`src/rtl/input_image_pkg.sv`:
```
// Package: constants and carrier types for the eight-channel input image.
// Assumes a single 250 MHz core clock domain.
package input_image_pkg;
  // ----------------------------------------------------------------------
  // Geometry and addressing
  // ----------------------------------------------------------------------
  localparam int unsigned NUM_CHANNELS = 8;
  localparam logic [7:0] INPUT_STATE_BYTE_OFFSET = 8'h00;
  localparam logic [7:0] INPUT_STATE_BYTE_RESET = 8'h00;
  localparam logic [15:0] CANOPEN_OBJECT_INDEX = 16'h6000;
  localparam logic [15:0] ETHERCAT_INDEX_BASE = 16'h6000;
  localparam logic [7:0] ETHERCAT_FIRST_SUBINDEX = 8'h01;
  localparam logic [7:0] ETHERCAT_LAST_SUBINDEX = 8'h08;
  // Arbitrary module identity value, not a real part code
  localparam logic [31:0] MODULE_IDENTITY = 32'h0000_0a01;

  // ----------------------------------------------------------------------
  // Timing
  // ----------------------------------------------------------------------
  localparam int unsigned CLK_FREQ_HZ = 250_000_000;
  localparam int unsigned INPUT_DELAY_US = 3000;
  localparam int unsigned INPUT_DELAY_CYCLES =
    (INPUT_DELAY_US * (CLK_FREQ_HZ / 1_000_000));
  localparam int unsigned DELAY_CNT_W = 20;

  // ----------------------------------------------------------------------
  // Carriers
  // ----------------------------------------------------------------------
  typedef enum logic [1:0] {
    ACC_FIELDBUS = 2'b00,
    ACC_CANOPEN  = 2'b01,
    ACC_ETHERCAT = 2'b10
  } access_mode_e;

  typedef struct packed {
    logic req;
    access_mode_e mode;
    logic [7:0] offset;
    logic [15:0] object_index;
    logic [7:0] object_subindex;
    logic [7:0] slot;
  } read_req_s;

  typedef struct packed {
    logic valid;
    logic hit;
    logic [7:0] data;
  } read_rsp_s;

  typedef struct packed {
    logic run_indicator;
    logic module_fault_indicator;
  } module_led_s;
endpackage : input_image_pkg

```
`src/rtl/input_channel_filter.sv`:
```
// Holds one input channel's delay filter.
// Assumes the raw input is already synchronised to core_clk.
`timescale 1ns/100ps
`default_nettype none
module input_channel_filter
  import input_image_pkg::*;
#(
  // Full hardware delay by default; a bench may shorten it
  parameter int unsigned DELAY_CYCLES = INPUT_DELAY_CYCLES
)
(
  // Clock and reset
  input wire logic core_clk,
  input wire logic rst_n,
  // Channel
  input wire logic raw_in,
  output logic filtered_q
);
  import input_image_pkg::*;

  localparam logic [DELAY_CNT_W-1:0] DELAY_LAST =
    DELAY_CNT_W'(DELAY_CYCLES - 1);

  logic [DELAY_CNT_W-1:0] stable_cnt_q;

  // -----------------------------------------------------------------------
  // Stability counter
  // -----------------------------------------------------------------------
  // Any bounce restarts the full wait, both directions alike
  always_ff @(posedge core_clk or negedge rst_n) begin
    if (!rst_n) begin
      stable_cnt_q <= '0;
    end else if (raw_in == filtered_q) begin
      stable_cnt_q <= '0;
    end else if (stable_cnt_q != DELAY_LAST) begin
      stable_cnt_q <= stable_cnt_q + 1'b1;
    end else begin
      stable_cnt_q <= '0;
    end
  end

  always_ff @(posedge core_clk or negedge rst_n) begin
    if (!rst_n) begin
      filtered_q <= 1'b0;
    end else if (raw_in != filtered_q && stable_cnt_q == DELAY_LAST) begin
      filtered_q <= raw_in;
    end
  end
endmodule : input_channel_filter
`default_nettype wire

```
`src/rtl/input_image_core.sv`:
```
// Eight-channel digital input image: filter, pack, indicate, answer reads.
// Assumes the coupler issues one-cycle read strobes on core_clk.
//
// Overview of operation
// - Eight separate binary inputs are reported together and shown one LED each.
// - The input byte sits at offset +0 with bit n the filtered channel n.
// - Through a CANopen coupler the byte is the object at index 6000h.
// - Through EtherCAT the index is 6000h plus slot, subindex 01h..08h is channel 0..7.
// - Each channel reports a change only after 3 ms, both directions.
// - A channel's green LED is lit while its input is one, dark at zero.
// - The red fault LED is lit while module status reports an error.
// - The green run LED is on while backplane communication and bus supply both work, else off.
// - No output-area byte is used; only the input byte is exchanged.
`timescale 1ns/100ps
`default_nettype none
module input_image_core
#(
  // Full hardware delay by default; a bench may shorten it
  parameter int unsigned DELAY_CYCLES = input_image_pkg::INPUT_DELAY_CYCLES
)
(
  // Clock and reset
  input wire logic core_clk,
  input wire logic rst_n,
  // Field inputs (asynchronous)
  input wire logic [7:0] input_channel_n,
  // Backplane read access
  input wire input_image_pkg::read_req_s rd_req,
  output var input_image_pkg::read_rsp_s rd_rsp,
  // Module status from the backplane side
  input wire logic bus_comm_ok,
  input wire logic bus_supply_ok,
  input wire logic module_error,
  // Indicators
  output logic [7:0] channel_led,
  output var input_image_pkg::module_led_s module_led
);
  import input_image_pkg::*;

  // -----------------------------------------------------------------------
  // Synchronisers
  // -----------------------------------------------------------------------
  logic [7:0] in_meta_q;
  logic [7:0] in_sync_q;
  logic [2:0] stat_meta_q;
  logic [2:0] stat_sync_q;

  always_ff @(posedge core_clk or negedge rst_n) begin
    if (!rst_n) begin
      in_meta_q <= 8'h00;
      in_sync_q <= 8'h00;
    end else begin
      in_meta_q <= input_channel_n;
      in_sync_q <= in_meta_q;
    end
  end

  // Status lines may come from another supply domain
  always_ff @(posedge core_clk or negedge rst_n) begin
    if (!rst_n) begin
      stat_meta_q <= 3'h0;
      stat_sync_q <= 3'h0;
    end else begin
      stat_meta_q <= {bus_comm_ok, bus_supply_ok, module_error};
      stat_sync_q <= stat_meta_q;
    end
  end

  // -----------------------------------------------------------------------
  // Per-channel filters
  // -----------------------------------------------------------------------
  logic [7:0] filtered;

  for (genvar ch = 0; ch < NUM_CHANNELS; ch++) begin : g_chan
    input_channel_filter #(.DELAY_CYCLES(DELAY_CYCLES)) u_filter (
      .core_clk(core_clk),
      .rst_n(rst_n),
      .raw_in(in_sync_q[ch]),
      .filtered_q(filtered[ch])
    );
  end

  // -----------------------------------------------------------------------
  // Address decode
  // -----------------------------------------------------------------------
  function automatic logic [8:0] decode_read(input read_req_s r,
                                             input logic [7:0] img);
    logic hit;
    logic [7:0] data;
    logic [15:0] idx;
    logic [7:0] sub;
    hit = 1'b0;
    data = 8'h00;
    idx = ETHERCAT_INDEX_BASE + {8'h00, r.slot};
    sub = r.object_subindex - ETHERCAT_FIRST_SUBINDEX;
    case (r.mode)
      ACC_FIELDBUS: begin
        // Output area and higher offsets are not ours
        if (r.offset == INPUT_STATE_BYTE_OFFSET) begin
          hit = 1'b1;
          data = img;
        end
      end
      ACC_CANOPEN: begin
        if (r.object_index == CANOPEN_OBJECT_INDEX) begin
          hit = 1'b1;
          data = img;
        end
      end
      ACC_ETHERCAT: begin
        if (r.object_index == idx &&
            r.object_subindex >= ETHERCAT_FIRST_SUBINDEX &&
            r.object_subindex <= ETHERCAT_LAST_SUBINDEX) begin
          hit = 1'b1;
          data = {7'h00, img[sub[2:0]]};
        end
      end
      default: begin
        hit = 1'b0;
        data = 8'h00;
      end
    endcase
    return {hit, data};
  endfunction : decode_read

  logic [8:0] dec;
  assign dec = decode_read(rd_req, filtered);

  // -----------------------------------------------------------------------
  // Read answer
  // -----------------------------------------------------------------------
  // Misses answer with hit low and zero data, never stall the coupler
  always_ff @(posedge core_clk or negedge rst_n) begin
    if (!rst_n) begin
      rd_rsp <= '0;
    end else begin
      rd_rsp.valid <= rd_req.req;
      rd_rsp.hit <= rd_req.req & dec[8];
      rd_rsp.data <= rd_req.req ? dec[7:0] : INPUT_STATE_BYTE_RESET;
    end
  end

  // -----------------------------------------------------------------------
  // Indicators
  // -----------------------------------------------------------------------
  // LEDs follow the reported state, so they share the filter delay
  always_ff @(posedge core_clk or negedge rst_n) begin
    if (!rst_n) begin
      channel_led <= 8'h00;
    end else begin
      channel_led <= filtered;
    end
  end

  always_ff @(posedge core_clk or negedge rst_n) begin
    if (!rst_n) begin
      module_led <= '0;
    end else begin
      module_led.run_indicator <= stat_sync_q[2] & stat_sync_q[1];
      module_led.module_fault_indicator <= stat_sync_q[0];
    end
  end
endmodule : input_image_core
`default_nettype wire

```
`config.mk`:
```
export PLATFORM = sky130hd
export DESIGN_NAME = input_image_core
export DESIGN_NICKNAME = d
export VERILOG_FILES = /design/src/rtl/input_image_pkg.sv /design/src/rtl/input_channel_filter.sv /design/src/rtl/input_image_core.sv
export SDC_FILE = /design/constraint.sdc
export NUM_CORES = 1
export LEC_CHECK = 0
export ABC_AREA = 1
export BUFFER_PORTS_ARGS = -buffer_cell sky130_fd_sc_hd__buf_4
export CORE_ASPECT_RATIO = 1.25
export CORE_UTILIZATION = 35
export CTS_BUF_LIST = sky130_fd_sc_hd__clkbuf_16
export CTS_CLUSTER_DIAMETER = 120
export DETAILED_ROUTE_END_ITERATION = 10
export PLACE_DENSITY = 0.57
export RECOVER_POWER = 100
export SLEW_MARGIN = 20
export SYNTH_ARGS = -nofsm -noshare
export SYNTH_HDL_FRONTEND = slang
export SYNTH_HIERARCHICAL = 1
export SYNTH_SLANG_ARGS = --single-unit
```
`constraint.sdc`:
```
create_clock -name core_clk -period 1.6 [get_ports core_clk]
set_input_delay 0 -clock core_clk [delete_from_list [all_inputs] [get_ports core_clk]]
set_output_delay 0 -clock core_clk [all_outputs]
set_load 0.005 [all_outputs]
```
==> out/summary.txt <==
Core area - 33,690 um^2
Synth cell count leaders - 336 x nor2_1, 270 x nand2_1, 210 x dfrtp_1, 145 x inv_1, 137 x nand3_1
Post-layout nets - 1,735
Htree depth - 1
Ys Warns - 6
Final worst slack - 0.08182 ns
# setup viols final - 0
Antenna violations before repair - 0
Highest routing layer actually used - met4
Psw - 2.643 mW
Antenna Cells - 0
Final ANT Viol Nets - 0
Crit path DAT - 1.95 ns
Setup_tns - 0 ns
Crit path launch - rd_req[31]
Syn Nets - 1,573
Number of global-route vias before repair - 9,893
Cell Pwr Density - 840.7 nW/um^2
Max-Cap Viols - 0
RSZ-0062 raised after global routing - yes
Flops & latches, synth - 210
Worst skew pair latency - 0.52 ns
Fill cells - 3,369
Core Rows - 75
Most frequent cell after synthesis - nor2_1
Final hold violations - 0
Synthesized cell area - 12,030 um^2
Outcome - complete, no violations
Ys flop type - dfrtp_1
Share of layout cells above drive strength 1 - 16.85%
Multi-input logic area - 5909 um^2
CTS tree - built
Num ports - 76
Leakage - 6.504 nW
Largest net degree at the start of global routing - 61
GP Congestion - 0.8590
Die Area - 35,110 um^2
Cell Int Power - 9.483 mW
Reg area - 5255 um^2
CP Launch Type - input pin
Hold Path Origin - rd_req[2]
Post-synth top area cell - dfrtp_1
Die Wd - 167.8 um
Routed wire length - 26,700 um
Detail Placement HPWL - 19,400 um
Sw Ratio - 21.80%
Metal2 WL - 13,560 um
Fmax - 658.7 MHz
Setup CP Type - input pin to flop
DR vias/cell - 4.700
Count of cell types in the netlist - 26
Max rail drop VDD - 0.6057 mV
Syn avg cell area - 7.987 um^2
Fin area - 14,430 um^2
Drt pass-1 iters - 4
Clock skew - 0.01374 ns
Final slew viol count - 0
Async set-reset flop share out of synthesis - 100.0%
Metal1 wirelength - 11,760 um
Post-synth EDFFs - 0
Place WS - 0.1159 ns
Worst setup EP type - flop
Via count - 9,907
DRC - 0
Period utilisation layout - 94.89%
Clock Tree Buf Depth - 3
Total power - 12.13 mW
CTS Sinks - 210
Overflow left after global routing - 0
Gr usage total - 15.95%
Sequential fraction of the synthesis area - 43.69%
Slew @ Worst Pin - 0.8435 ns
TritonCTS buffer count - 25
Worst-path clk slew - 0.06 ns
Sequential Power Share - 45.0%
Crit-path max FO - 8
Logic gate share of total power - 5.3%
Layout area overhead - 19.93%
Clk pwr share - 49.7%
FF-to-FF Start - g_chan[5].u_filter/stable_cnt_q[0]$_DFF_PN0_
Drt initial violations - 528
Initial core utilization - 35.70%
Req. time, crit path - 2.04 ns
Mapped Cells - 1,506
Clock period minus final worst setup slack - 1.518 ns
First-pass GRT wire length - 46,730 um
Relative slew slack - 43.76%
Met3 WL - 959 um
Clock root buffer - clkbuf_16
Final core utilization - 42.82%
Placed Area - 13,240 um^2
Area contributors post-synth - dfrtp_1 44%, nor2_1 10%, nand2_1 8.4%, nand3_1 5.7%, inv_1 4.5%
Worst hold-check path type - input pin to flop
Routed len/inst - 12.67 um
Yosys top cell area share - 43.69%
IO buf count - 75
Die height - 209.3 um
[layout by cell type, fill, tap and decap left out, types with 23 or more instances in the layout]
master,n
clkbuf_16,25
inv_1,157
clkbuf_4,30
dfrtp_1,210
nand2_4,30
nand4_1,56
nand3_1,136
nor2_1,345
nor2_2,33
buf_4,53
a21oi_1,26
nand2_1,274
dlygate4sd3_1,52
xor2_1,64
nand2_2,23
o21ai_1,24
nor2_4,32
[worst max-delay path, cell delays in order]
cell,delay [ns]
dlygate4sd3_1,0.53
buf_4,0.13
nor2_1,0.09
dlygate4sd3_1,0.55
nand2_1,0.07
nor2_2,0.13
nand2_1,0.08
nand2_2,0.10
inv_6,0.09
nor3b_2,0.17
[power by group through the flow]
stage	Combinational, mW	Clock, mW	Sequential [mW]
after floorplan	0.241	0	5.54
after global placement	0.572	0	5.55
after detailed placement	0.579	0	5.55
after CTS	0.689	6.24	5.45
after global routing	0.742	6.46	5.46
final	0.646	6.03	5.45
[final timing paths]
check	end	slack [ns]	cells after the start
setup / recovery	rd_rsp[4]$_DFF_PN0_	0.08	10
hold / removal	rd_rsp[8]$_DFF_PN0_	0.04	9
setup reg to reg	g_chan[5].u_filter/stable_cnt_q[3]$_DFF_PN0_	0.12	6
hold reg to reg	in_sync_q[2]$_DFF_PN0_	0.35	0
max in group asynchronous	g_chan[0].u_filter/stable_cnt_q[9]$_DFF_PN0_	0.56	3
min in group asynchronous	g_chan[2].u_filter/stable_cnt_q[17]$_DFF_PN0_	0.44	3
[layer usage]
metal,vias to the layer above,track usage [%]
met5,-,0
met4,0,4.113
met3,41,2.395
met2,151,29.07
met1,4645,19.51
li1,5070,-
[logic make-up after synthesis]
logic type / Yosys count / synth area share, %
compound gates: 52 / 2.226
xor+xnor: 82 / 6.470
fa+ha+maj: 11 / 1.144
buf+inv: 188 / 5.971
flops: 210 / 43.69
simple gates: 963 / 40.50
[area by class of cell]
type	count	share of cell area, %
multi-input combinational	1108	40.97
sequential	210	36.43
timing repair buffer	143	8.145
inverter	180	4.719
clock buffer	25	4.337
tap	423	3.669
clock inverter	19	1.735
[through the flow]
stage	hold WS, ns	instances
floorplan	-0.2956	1506
global placement	-0.09509	2011
detailed placement	-0.09467	2011
CTS	0.006232	2108
global route	0.07831	2108
finish	0.04135	2108
[flip-flops by register name (all words and copies together) (netlist names)]
signal,count
g_chan.u_filter/stable_cnt_q,160
stat_sync_q,3
rd_rsp,10
in_meta_q,8
channel_led,8
stat_meta_q,3
module_led,2
g_chan.u_filter/filtered_q,8
in_sync_q,8
[repair_timing]
action | 4_1_cts | 5_1_grt
hold buffers | 53 | 0
setup buffers | 0 | 0
gates resized for setup | 0 | 8
hold endpoints to repair | 224 | 0
setup endpoints to repair | 0 | 25
Power figures use the tool's default switching activity.
